===== config.mk =====
export PLATFORM = sky130hd
export DESIGN_NAME = cvs_ctrl
export DESIGN_NICKNAME = d
export VERILOG_FILES = /design/src/logic/cvs_pkg.sv /design/src/logic/cvs_pin_sync.sv /design/src/logic/cvs_ctrl.sv
export VERILOG_INCLUDE_DIRS = /design/src /design/src/logic
export SDC_FILE = /design/constraint.sdc
export NUM_CORES = 1
export LEC_CHECK = 0
export ABC_AREA = 1
export BUFFER_PORTS_ARGS = -buffer_cell sky130_fd_sc_hd__buf_4
export CORE_MARGIN = 2
export CORE_UTILIZATION = 58
export CTS_CLUSTER_DIAMETER = 80
export DETAILED_ROUTE_END_ITERATION = 10
export PLACE_DENSITY = 0.91
export SKIP_CTS_REPAIR_TIMING = 1
export SYNTH_ARGS = -nofsm -noshare
export SYNTH_HDL_FRONTEND = slang
export SYNTH_SLANG_ARGS = --single-unit

===== constraint.sdc =====
create_clock -name clock_i -period 2.63 [get_ports clock_i]
set_input_delay 0.263 -clock clock_i [delete_from_list [all_inputs] [get_ports clock_i]]
set_output_delay 0.263 -clock clock_i [all_outputs]
set_load 0.01 [all_outputs]

===== src/logic/cvs_params.svh =====
// Constants for the converter sync, reset and serial control block
`ifndef CVS_PARAMS_SVH
`define CVS_PARAMS_SVH
// ****************************************
// Register map (byte addresses)
// ****************************************
`define CVS_REG_CTRL        4'h0
`define CVS_REG_STATUS      4'h4
`define CVS_REG_RESULT      4'h8
`define CVS_CTRL_CONT_SYNC  0
`define CVS_CTRL_PIN_MODE   1
`define CVS_CTRL_RESET      2'h0
// ****************************************
// Command opcodes
// ****************************************
`define CVS_OP_WAKEUP       8'h02
`define CVS_OP_STANDBY      8'h04
`define CVS_OP_SYNC         8'h05
`define CVS_OP_RESET        8'h06
`define CVS_OP_CONT_READ    8'h10
`define CVS_OP_STOP_READ    8'h11
`define CVS_OP_READ_ONCE    8'h12
// ****************************************
// Counts and timing
// ****************************************
`define CVS_CLK_NS          20
`define CVS_SUPPRESS_PER    63
`define CVS_TIMEOUT_PER     64
`define CVS_RESET_MIN_CLK   2
`define CVS_RESULT_BITS     32
`define CVS_READY_HIGH_CLK  4
`define CVS_POR_CYCLES      65536
`define CVS_DATA_PERIOD     16384
`define CVS_PIN_BITS        7
`endif


===== src/logic/cvs_pkg.sv =====
// Types for the converter sync, reset and serial control block
package cvs_pkg;
    typedef enum logic [1:0] {
        CVS_STOPPED,
        CVS_SETTLING,
        CVS_RUNNING
    } cvs_conv_e;
endpackage : cvs_pkg


===== src/logic/cvs_pin_sync.sv =====
// Two-flop synchroniser bank for the asynchronous pins
`timescale 1ns/1ps
module cvs_pin_sync #(
    parameter int          WIDTH    = 1,
    parameter logic [15:0] INIT     = 16'h0000
) (
    input  wire logic             clock_i,
    input  wire logic             rst_i,
    input  wire logic             ce_i,
    input  wire logic [WIDTH-1:0] pin_i,
    output logic      [WIDTH-1:0] sync_o
);
    logic [WIDTH-1:0] meta_q;

    initial begin
        if (WIDTH < 1 || WIDTH > 16) $error("cvs_pin_sync: WIDTH out of range");
    end

    always_ff @(posedge clock_i) begin
        if (rst_i) begin
            meta_q <= INIT[WIDTH-1:0];
            sync_o <= INIT[WIDTH-1:0];
        end else if (ce_i) begin
            meta_q <= pin_i;
            sync_o <= meta_q;
        end
    end
endmodule : cvs_pin_sync


===== src/logic/cvs_ctrl.sv =====
// Converter sync, reset, power-down and serial port control with Avalon-MM registers
`timescale 1ns/1ps
`include "cvs_params.svh"
module cvs_ctrl #(
    parameter int POR_CYCLES  = `CVS_POR_CYCLES,
    parameter int DATA_PERIOD = `CVS_DATA_PERIOD,
    parameter int SETTLE_PER  = `CVS_SUPPRESS_PER
) (
    input  wire logic        clock_i,
    input  wire logic        rst_i,
    input  wire logic        ce_i,
    input  wire logic [1:0]  supply_ok_i,
    input  wire logic        sync_pin_i,
    input  wire logic        reset_n_i,
    input  wire logic        power_down_n_i,
    input  wire logic        sclk_i,
    input  wire logic        din_i,
    input  wire logic [31:0] result_i,
    output logic             dout_o,
    output logic             result_ready_n_o,
    output logic             conv_run_o,
    output logic             filter_restart_o,
    input  wire logic [3:0]  avs_address_i,
    input  wire logic        avs_read_i,
    input  wire logic        avs_write_i,
    input  wire logic [31:0] avs_writedata_i,
    input  wire logic [3:0]  avs_byteenable_i,
    output logic [31:0]      avs_readdata_o,
    output logic             avs_waitrequest_o
);
    localparam int PW = $clog2(DATA_PERIOD);
    localparam int CW = $clog2(POR_CYCLES + 1);
    localparam logic [PW-1:0] PH_LAST  = PW'(DATA_PERIOD - 1);
    localparam logic [PW-1:0] PH_WARN  = PW'(DATA_PERIOD - 1 - `CVS_READY_HIGH_CLK);
    localparam logic [CW-1:0] POR_DONE = CW'(POR_CYCLES);
    localparam logic [5:0]    SUPP_N   = 6'(`CVS_SUPPRESS_PER);
    localparam logic [5:0]    SETTLE_N = 6'(SETTLE_PER);
    localparam logic [6:0]    TMO_N    = 7'(`CVS_TIMEOUT_PER);

    initial begin
        if (DATA_PERIOD < 16 || SETTLE_PER < 1 || SETTLE_PER > 63 || POR_CYCLES < 2)
            $error("cvs_ctrl: unsupported parameter value");
    end

    // ****************************************
    // Pin synchronisers
    // ****************************************
    logic [6:0] pins_s;
    // Shift clock and data start at their idle low level: no false edge after reset
    cvs_pin_sync #(.WIDTH(`CVS_PIN_BITS), .INIT(16'h0006)) u_sync (
        .clock_i (clock_i),
        .rst_i   (rst_i),
        .ce_i    (ce_i),
        .pin_i   ({supply_ok_i, din_i, sclk_i, power_down_n_i, reset_n_i, sync_pin_i}),
        .sync_o  (pins_s)
    );
    wire sync_s  = pins_s[0];
    wire rstn_s  = pins_s[1];
    wire pdn_s   = pins_s[2];
    wire sclk_s  = pins_s[3];
    wire din_s   = pins_s[4];
    wire sup_ok  = &pins_s[6:5];

    // ****************************************
    // State
    // ****************************************
    logic [CW-1:0]      por_q;
    logic               sync_d1_q, sclk_d1_q, rlow_q;
    logic [1:0]         ctrl_q;
    logic               standby_q, cont_read_q, rd_once_q, locked_q, boot_q;
    logic [7:0]         cmd_sh_q;
    logic [2:0]         bit_q;
    logic               cmd_v_q;
    logic [PW-1:0]      ph_q;
    logic [5:0]         settle_q, supp_q;
    logic [6:0]         tmo_q;
    logic [31:0]        res_q, tx_q;
    logic               ack_q;
    cvs_pkg::cvs_conv_e conv_q;

    // ****************************************
    // Decode
    // ****************************************
    wire por_busy   = por_q != POR_DONE;
    wire pin_rst    = !rstn_s && rlow_q;
    wire pd         = !pdn_s;
    wire cmd_is_rst = cmd_v_q && cmd_sh_q == `CVS_OP_RESET;
    wire cfg_rst    = por_busy || pin_rst || pd || cmd_is_rst;
    wire pin_mode   = ctrl_q[`CVS_CTRL_PIN_MODE];
    wire cont_sync  = ctrl_q[`CVS_CTRL_CONT_SYNC];
    wire sclk_rise  = sclk_s && !sclk_d1_q;
    wire sclk_fall  = !sclk_s && sclk_d1_q;
    wire din_eff    = din_s && !pin_mode;
    wire byte_done  = sclk_rise && bit_q == 3'h7 && !pin_mode;
    wire pin_edge   = sync_s && !sync_d1_q;
    wire cmd_sync   = cmd_v_q && cmd_sh_q == `CVS_OP_SYNC;
    wire sync_req   = pin_edge || cmd_sync;
    wire per_end    = conv_q != cvs_pkg::CVS_STOPPED && ph_q == PH_LAST;
    wire matched    = cont_sync && locked_q && per_end;
    wire resync     = (sync_req && !matched) || boot_q;
    wire can_run    = !cfg_rst && !standby_q;
    wire timeout    = tmo_q == TMO_N;
    wire deliver    = per_end && !resync && settle_q == 6'h00 && can_run;
    wire to_host    = deliver && (cont_read_q || rd_once_q);
    wire bus_req    = avs_read_i || avs_write_i;
    wire bus_go     = bus_req && ack_q;
    wire [31:0] status_w = {16'h0000, 2'b00, supp_q, 1'b0, locked_q, rd_once_q,
                            cont_read_q, standby_q, pd, pin_rst, por_busy};
    wire [31:0] rdata_w  = avs_address_i == `CVS_REG_CTRL   ? {30'h0, ctrl_q} :
                           avs_address_i == `CVS_REG_STATUS ? status_w :
                           avs_address_i == `CVS_REG_RESULT ? res_q : 32'h0000_0000;

    // ****************************************
    // Power-on and pin reset
    // ****************************************
    always_ff @(posedge clock_i) begin
        if (rst_i || (ce_i && !sup_ok)) begin
            por_q <= '0;
        end else if (ce_i && por_busy) begin
            por_q <= por_q + CW'(1);
        end
    end

    always_ff @(posedge clock_i) begin
        if (rst_i) begin
            sync_d1_q <= 1'b0;
            sclk_d1_q <= 1'b0;
            rlow_q    <= 1'b0;
        end else if (ce_i) begin
            sync_d1_q <= sync_s;
            sclk_d1_q <= sclk_s;
            rlow_q    <= !rstn_s;
        end
    end

    // ****************************************
    // Serial command input
    // ****************************************
    always_ff @(posedge clock_i) begin
        if (rst_i || (ce_i && (timeout || cfg_rst))) begin
            cmd_sh_q <= 8'h00;
            bit_q    <= 3'h0;
            cmd_v_q  <= 1'b0;
        end else if (ce_i) begin
            cmd_v_q <= byte_done;
            if (sclk_rise) begin
                cmd_sh_q <= {cmd_sh_q[6:0], din_eff};
                bit_q    <= bit_q + 3'h1;
            end
        end
    end

    // Timeout counts data periods with the shift clock parked low
    always_ff @(posedge clock_i) begin
        if (rst_i) begin
            tmo_q <= 7'h00;
        end else if (ce_i) begin
            if (sclk_s || timeout) begin
                tmo_q <= 7'h00;
            end else if (per_end) begin
                tmo_q <= tmo_q + 7'h01;
            end
        end
    end

    // ****************************************
    // Configuration and modes
    // ****************************************
    always_ff @(posedge clock_i) begin
        if (rst_i || (ce_i && cfg_rst)) begin
            ctrl_q      <= `CVS_CTRL_RESET;
            standby_q   <= 1'b0;
            cont_read_q <= 1'b1;
            rd_once_q   <= 1'b0;
        end else if (ce_i) begin
            if (bus_go && avs_write_i && avs_byteenable_i[0]
                && avs_address_i == `CVS_REG_CTRL) begin
                ctrl_q <= avs_writedata_i[1:0];
            end
            if (cmd_v_q && cmd_sh_q == `CVS_OP_STANDBY) begin
                standby_q <= 1'b1;
            end else if (cmd_v_q && cmd_sh_q == `CVS_OP_WAKEUP) begin
                standby_q <= 1'b0;
            end
            if (cmd_v_q && cmd_sh_q == `CVS_OP_CONT_READ) begin
                cont_read_q <= 1'b1;
            end else if (cmd_v_q && cmd_sh_q == `CVS_OP_STOP_READ) begin
                cont_read_q <= 1'b0;
            end
            if (cmd_v_q && cmd_sh_q == `CVS_OP_READ_ONCE) begin
                rd_once_q <= 1'b1;
            end else if (to_host) begin
                rd_once_q <= 1'b0;
            end
        end
    end

    // ****************************************
    // Conversion timing and synchronisation
    // ****************************************
    always_ff @(posedge clock_i) begin
        if (rst_i) begin
            conv_q           <= cvs_pkg::CVS_STOPPED;
            ph_q             <= '0;
            settle_q         <= 6'h00;
            supp_q           <= 6'h00;
            locked_q         <= 1'b0;
            boot_q           <= 1'b1;
            filter_restart_o <= 1'b0;
            conv_run_o       <= 1'b0;
        end else if (ce_i) begin
            filter_restart_o <= 1'b0;
            conv_run_o       <= can_run;
            if (!can_run) begin
                conv_q   <= cvs_pkg::CVS_STOPPED;
                ph_q     <= '0;
                locked_q <= 1'b0;
                boot_q   <= 1'b1;
            end else if (resync) begin
                // Pulse mode settles with ready high, continuous mode only mutes data
                filter_restart_o <= 1'b1;
                ph_q             <= '0;
                boot_q           <= 1'b0;
                locked_q         <= cont_sync && !boot_q;
                if (cont_sync) begin
                    conv_q   <= cvs_pkg::CVS_RUNNING;
                    supp_q   <= SUPP_N;
                    settle_q <= 6'h00;
                end else begin
                    conv_q   <= cvs_pkg::CVS_SETTLING;
                    settle_q <= SETTLE_N;
                    supp_q   <= 6'h00;
                end
            end else begin
                ph_q <= per_end ? '0 : ph_q + PW'(1);
                unique case (conv_q)
                    cvs_pkg::CVS_STOPPED: begin
                        conv_q <= cvs_pkg::CVS_RUNNING;
                    end
                    cvs_pkg::CVS_SETTLING: begin
                        if (per_end) begin
                            settle_q <= settle_q - 6'h01;
                            if (settle_q == 6'h01) begin
                                conv_q <= cvs_pkg::CVS_RUNNING;
                            end
                        end
                    end
                    cvs_pkg::CVS_RUNNING: begin
                        if (per_end && supp_q != 6'h00) begin
                            supp_q <= supp_q - 6'h01;
                        end
                    end
                endcase
            end
        end
    end

    // ****************************************
    // Result output and ready strobe
    // ****************************************
    always_ff @(posedge clock_i) begin
        if (rst_i) begin
            res_q            <= 32'h0000_0000;
            tx_q             <= 32'h0000_0000;
            result_ready_n_o <= 1'b1;
        end else if (ce_i) begin
            if (deliver) begin
                res_q <= result_i;
            end
            if (to_host) begin
                // Muted readings shift out as zeros
                tx_q             <= supp_q != 6'h00 ? 32'h0000_0000 : result_i;
                result_ready_n_o <= 1'b0;
            end else begin
                if (sclk_fall || timeout) begin
                    tx_q <= timeout ? 32'h0000_0000 : {tx_q[30:0], 1'b0};
                end
                if (sclk_fall || ph_q == PH_WARN || conv_q != cvs_pkg::CVS_RUNNING
                    || !can_run) begin
                    result_ready_n_o <= 1'b1;
                end
            end
        end
    end

    assign dout_o = tx_q[31];

    // ****************************************
    // Avalon-MM slave, one wait state
    // ****************************************
    always_ff @(posedge clock_i) begin
        if (rst_i) begin
            ack_q             <= 1'b0;
            avs_waitrequest_o <= 1'b1;
            avs_readdata_o    <= 32'h0000_0000;
        end else if (ce_i) begin
            ack_q             <= bus_req && !ack_q;
            avs_waitrequest_o <= !(bus_req && !ack_q);
            if (bus_req && !ack_q && avs_read_i) begin
                avs_readdata_o <= rdata_w;
            end
        end
    end
endmodule : cvs_ctrl


==> metrics.txt, run 1 <==
count of input and output buffers=87; worst clock skew=approximately 0.0075 ns; antenna violations before repair=0; largest net degree at the start of global routing=90; Final TNS setup=0 ns; Avg WL per Cell=about 14 um; total wire length after detailed routing=approximately 24,000 um; outcome=finished, final reports clean; CP arrival=2.75 ns; Hold Path Cell Cnt=3; via count=roughly 9,300; DRC viols=0; data required time of the worst path=about 2.9 ns; Leak Pwr=5.06 nW; Crit Path Max Fanout=7; most common cell after layout, fill and taps aside=nand2_1; initial standard-cell utilization of the core=0.592; die span in y=approximately 130 um; number of nets in the finished design=around 1,600; clock sink count=around 190; post-synthesis net count=between 1,500 and 2,000; worst setup path category=flip-flop to flip-flop; highest clock rate=between 0.4 and 0.5 GHz; Max-slew headroom=0.454; clock insertion delay at the later pin of the skew report=about 0.44 ns; actual transition at the worst max-transition pin=0.814 ns; clock buffers created by TritonCTS=17; commonest cells after routing, fill and taps aside=nand2_1 (316), inv_1 (228), dfxtp_1 (189), nor2_1 (175), buf_4 (111); launching element type of the critical path=flip-flop; total die area=between 0.015 and 0.02 mm^2; area growth from synthesis to final layout=14.1%; Total Routing Usage GR=0.276; Hold Crit Endpoint=u_sync.meta_q[1]; total power draw=between 5 and 6 mW; warning count from the yosys run=0; Mapped Cells=approximately 1,400; end of the worst register-to-register path=settle_q[3]; Pre-antenna DRT Iters=5; worst min-delay path category=input port to flip-flop; share of flip-flops with an asynchronous set or reset after synthesis=0; antenna violation net count after detailed routing=0; power per cell area=535 mW/mm^2; number of flops mapped to enable cells by yosys=0; number of global-route vias before repair=approximately 8,400; maximum resistive drop on vdd=between 0.4 and 0.5 mV; beginning of the worst register-to-register path=por_q[0]; weighted congestion reported at the end of routability-driven placement=about 0.92; clock-pin slew reported for the worst setup and hold paths after clock tree synthesis=approximately 0.070 ns; number of cells traversed by the worst register-to-register path=14; filler cell count=approximately 1,300; number of slew-limit violations in the final report=0; # setup viols final=0; H-tree levels=4; setup slack of the most critical reg-to-reg path=a little under 0.2 ns; antenna diode instance count=0; number of register bits inferred by synthesis=between 150 and 200; kind of end point of the critical path=flip-flop; total of max-cap violations=0; layout cells sized above 1=0.110; width of the die=around 130 um; fin crit share=0.924; count of routing violations after the opening detailed-route iteration=between 1,000 and 1,500; wire length of the first global-routing pass=39,700 um; total gr overflow=0; half-perimeter wire length of the detailed placement result=between 15,000 and 20,000 um; Longest Clk Path Bufs=2; number of hold-slack violations in the final timing report=0; FP Rows=46; Worst Min Path Start=reset_n_i; buffer type at the clock tree root=clkbuf_16; post-route minimum period=around 2.4 ns; library cells used by synthesis=42; post-synth design cell area=approximately 0.0094 mm^2; share of synthesized area occupied by flip-flops and latches=0.402; Most used DFF post-synth=dfxtp_1; core area=around 0.016 mm^2; Synth Area per Inst=about 6.6 um^2; ratio of routed vias to standard cells=about 5.5; clock tree from TritonCTS=done; io pins=between 100 and 150
[worst max-delay path, cell delays in order, from the launching register on]
cell	delay, ns
dfxtp_1	0.34
inv_1	0.11
ha_1	0.17
nand2_1	0.05
nor2_1	0.11
nand2_1	0.10
nor2_2	0.20
nand4_1	0.20
buf_4	0.19
nor2_1	0.20
nand2_1	0.20
inv_1	0.21
nand3_1	0.09
o21ai_0	0.08
nor2_1	0.05
[layout make-up]
| class | count | area (um^2) | area share |
|---|---|---|---|
| Sequential cell | 189 | 3780 | 0.352 |
| Clock inverter | 12 | 93.8 | 0.00874 |
| Multi-Input combinational cell | 924 | 4400 | 0.409 |
| Timing Repair Buffer | 113 | 865 | 0.0805 |
| Tap cell | 216 | 270 | 0.0252 |
| Inverter | 236 | 886 | 0.0825 |
| Clock buffer | 19 | 443 | 0.0412 |
[Yosys cell counts, types with 5 or more instances]
cell type | count | area (um^2)
a211oi_1 | 5 | 37.5
a21oi_1 | 109 | 546
buf_2 | 14 | 70.1
buf_6 | 5 | 56.3
clkbuf_1 | 53 | 199
dfxtp_1 | 189 | 3780
ha_1 | 10 | 125
inv_1 | 229 | 860
inv_2 | 5 | 18.8
nand2_1 | 316 | 1190
nand3_1 | 59 | 295
nand4_1 | 47 | 294
nor2_1 | 175 | 657
nor3_1 | 21 | 105
nor3b_1 | 5 | 37.5
o211ai_1 | 20 | 150
o21ai_0 | 79 | 395
o21ai_1 | 20 | 100
o22ai_1 | 11 | 68.8
xnor2_1 | 9 | 78.8
xor2_1 | 12 | 105
[report_power, final]
| group | internal [mW] | total (mW) | switching (mW) |
|---|---|---|---|
| logic | 0.166 | 0.421 | 0.255 |
| registers | 2.92 | 2.95 | 0.0319 |
| clock network | 1.23 | 2.37 | 1.14 |
| total | 4.32 | 5.74 | 1.43 |
[logic make-up (layout without fill, tap and decap cells)]
| family | after synthesis | after routing | synth area share |
|---|---|---|---|
| fa+ha+maj | 10 | 10 | 0.0133 |
| buf+inv | 313 | 380 | 0.131 |
| xor+xnor | 21 | 21 | 0.0195 |
| simple gates | 642 | 642 | 0.290 |
| compound gates | 251 | 251 | 0.144 |
| flops | 189 | 189 | 0.402 |
[routing by layer]
metal  global-route usage  wire (um)  up-vias
li1                     -          -     4613
met1                0.354       9840     4213
met2                0.454      11200      416
met3               0.0598       1960       75
met4                0.110        713        0
met5                    0          0        -
[worst max path at each step]
stage,endpoint,cells after the start,slack (ns),from
after floorplan,res_q[10],14,0.60,ph_q[0]
after global placement,tmo_q[6],10,0.25,ph_q[0]
after detailed placement,tmo_q[4],10,0.17,ph_q[0]
after CTS,tmo_q[6],10,0.1,ph_q[0]
after global routing,tx_q[9],15,-0.03,ph_q[0]
final,settle_q[3],14,0.20,por_q[0]
[metrics by stage]
stage	hold WS (ns)	instance area, um^2	setup WS, ns	cells	util
2_1_floorplan	0.389	9410	0.602	1426	-
6_report	0.0264	10700	0.199	1709	0.676
3_3_place_gp	0.435	10200	0.254	1677	0.641
3_5_place_dp	0.442	10200	0.166	1677	0.641
4_1_cts	0.0217	10700	0.0952	1708	0.675
5_1_grt	0.0307	10700	-0.0324	1709	0.676
[sequential cells by signal, indices dropped and copies added, names as in the netlist, 7 cells and up]
name            flops
avs_readdata_o     32
res_q              32
tx_q               32
por_q              17
ph_q               14
cmd_sh_q            8
tmo_q               7
u_sync.meta_q       7
u_sync.sync_o       7
Note: power is estimated with default switching activity, not from simulation.
==> inputs of run 2 (changes only) <==
--- a/config.mk
+++ b/config.mk
@@ -9,10 +9,10 @@
 export ABC_AREA = 1
 export BUFFER_PORTS_ARGS = -buffer_cell sky130_fd_sc_hd__buf_4
 export CORE_MARGIN = 2
-export CORE_UTILIZATION = 58
+export CORE_UTILIZATION = 32
 export CTS_CLUSTER_DIAMETER = 80
 export DETAILED_ROUTE_END_ITERATION = 10
-export PLACE_DENSITY = 0.91
+export PLACE_DENSITY = 0.6
 export SKIP_CTS_REPAIR_TIMING = 1
 export SYNTH_ARGS = -nofsm -noshare
 export SYNTH_HDL_FRONTEND = slang
==> run 2 against run 1 <==
  * Register-to-register slack improved by 0.06 ns
  * Via count decreased by 5.5%
  * Hold slack improved by 0.0036 ns
  * First-iteration DRC count decreased by 47%
  * Sequential cell count unchanged
  * Setup slack better by 0.063 ns
  * Count of clock-buffer cells in the layout shrank 2
  * Global-route usage fell by 11 points
  * Highest routed layer unchanged
  * Critical endpoint is now tx_q[31]
==> metrics.txt, run 2 (synthesized netlist as in run 1, its figures left out) <==
width of the die=175 um (+34%); total power draw=5.98 mW (+4.2%); antenna violations before repair=0 (unchanged); Total Routing Usage GR=0.163 (-0.113); CP arrival=2.71 ns (-0.04 ns); total die area=0.0308 mm^2 (+78%); count of input and output buffers=87 (unchanged); die span in y=175 um (+34%); Crit Path Max Fanout=31 (+24); filler cell count=3,072 (+140%); DRC viols=0 (unchanged); setup slack of the most critical reg-to-reg path=0.26 ns (+0.06 ns); footprint of the multi-input gates=0.00440 mm^2 (unchanged); outcome=finished, final reports clean; worst clock skew=0.0113 ns (+0.00373 ns); buffer type at the clock tree root=clkbuf_16; antenna violation net count after detailed routing=0 (unchanged); Final TNS setup=0 ns (unchanged); number of global-route vias before repair=8,160 (-3.0%); most common cell after layout, fill and taps aside=nand2_1; total wire length after detailed routing=24,500 um (+3.4%); ratio of routed vias to standard cells=4.68 (-14%); highest clock rate=0.422 GHz (+2.7%); count of routing violations after the opening detailed-route iteration=685 (-47%); data required time of the worst path=2.97 ns (+0.03 ns); Pre-antenna DRT Iters=7 (+2); clock tree from TritonCTS=done; # setup viols final=0 (unchanged); area growth from synthesis to final layout=17.6%; wire length of the first global-routing pass=41,000 um (+3.3%); number of cells traversed by the worst register-to-register path=15 (+1); clock buffers created by TritonCTS=17 (unchanged); Longest Clk Path Bufs=2 (unchanged); maximum resistive drop on vdd=0.444 mV (-8.6%); Hold Path Cell Cnt=3 (unchanged); number of slew-limit violations in the final report=0 (unchanged); Hold Crit Endpoint=u_sync.meta_q[2]; via count=8,804 (-5.5%); launching element type of the critical path=flip-flop; layout cells sized above 1=0.113 (+0.00364); registers with the most flip-flops=avs_readdata_o: 32 flops, res_q: 32 flops, tx_q: 32 flops; fin crit share=0.901 (-0.0239); io pins=121 (unchanged); weighted congestion reported at the end of routability-driven placement=0.776 (-16%); worst setup path category=flip-flop to flip-flop; core area=0.0289 mm^2 (+82%); initial standard-cell utilization of the core=0.326 (-0.266); half-perimeter wire length of the detailed placement result=16,700 um (+6.6%); total of max-cap violations=0 (unchanged); clock insertion delay at the later pin of the skew report=0.44 ns (about the same); number of hold-slack violations in the final timing report=0 (unchanged); beginning of the worst register-to-register path=ph_q[0]; Leak Pwr=5.14 nW (+1.5%); total gr overflow=0 (unchanged); commonest cells after routing, fill and taps aside=nand2_1 (316), inv_1 (228), dfxtp_1 (189), nor2_1 (175), buf_4 (113); Worst Min Path Start=power_down_n_i; post-route minimum period=2.37 ns (-0.0629 ns); clock sink count=189 (unchanged); Post-Place Worst Slack=0.152 ns (-0.0140 ns); actual transition at the worst max-transition pin=0.622 ns (-0.193 ns); end of the worst register-to-register path=tx_q[31]; RSZ-0062 raised after global routing=false; largest net degree at the start of global routing=74 (-18%); H-tree levels=4 (unchanged); worst min-delay path category=input port to flip-flop; antenna diode instance count=0 (unchanged); kind of end point of the critical path=flip-flop; number of nets in the finished design=1,579 (+0.25%); Max-slew headroom=0.586 (+0.132); clock-pin slew reported for the worst setup and hold paths after clock tree synthesis=0.08 ns (about the same); sequential standard cell area=0.00378 mm^2 (unchanged); FP Rows=62 (+35%); power per cell area=541 mW/mm^2 (+1.1%); worst setup slack after layout=0.262 ns (+0.0629 ns); Avg WL per Cell=13.0 um (-6.1%); worst hold slack across all endpoints=0.0301 ns (+0.00364 ns)
-- run 2: changes by cell type in the layout (fill, tap and decap cells not counted), sizes merged --
cell,delta
inv,+8
clkinvlp,-5
buf,+4
clkbuf,-2
bufinv,+1
clkinv,-1
-- run 2: how the worst max path moves through the flow --
stage / start / end / slack, ns / cells after the start
2_1_floorplan: ph_q[0] / res_q[10] / 0.60 / 14
3_3_place_gp: ph_q[0] / tmo_q[6] / 0.20 / 10
3_5_place_dp: ph_q[0] / tmo_q[4] / 0.15 / 10
4_1_cts: ph_q[0] / tmo_q[4] / 0.14 / 10
5_1_grt: ph_q[0] / tmo_q[4] / 0.002 / 10
6_report: ph_q[0] / tx_q[31] / 0.26 / 15
-- run 2: routing by layer --
layer  global-route usage  vias up  share of wire  routed length (um)
met2                0.253      163           0.44               10700
met1                0.229     3973           0.50               12200
met4               0.0451        0          0.017                 407
li1                     -     4647              -                   -
met3               0.0327       21          0.051                1260
met5                    0        -              0                   0
-- run 2: where the power goes --
part           leakage, nW  internal, mW  switching (mW)  total [mW]
Combinational         3.31         0.170           0.249       0.419
Clock                0.294          1.36            1.26        2.62
Sequential            1.53          2.92          0.0304        2.95
-- run 2: layout make-up --
type,instances,area share
Inverter,236,0.0803
Timing Repair Buffer,117,0.0831
Sequential cell,189,0.342
Multi-Input combinational cell,924,0.397
Clock buffer,17,0.0384
Clock inverter,15,0.0154
Tap cell,384,0.0434
-- run 2: critical path: stages (launching register included) --
cell and delay, ns:
dfxtp_1 0.38, ha_1 0.23, nand3_1 0.17, inv_2 0.10, nand2_2 0.12, nor2_2 0.18, nand2_1 0.08, nand2_1 0.07
nand2_2 0.07, nor2_4 0.16, nand3_1 0.11, buf_6 0.22, nand2_1 0.09, nand2_1 0.09, nor2_1 0.13, nor2_1 0.06
-- run 2: stage by stage --
step	instance area, um^2	std cells	utilization
3_5_place_dp	10500	1850	0.363
4_1_cts	11100	1882	0.383
6_report	11100	1882	0.383
3_3_place_gp	10500	1850	0.363
5_1_grt	11100	1882	0.383
2_1_floorplan	9410	1426	-
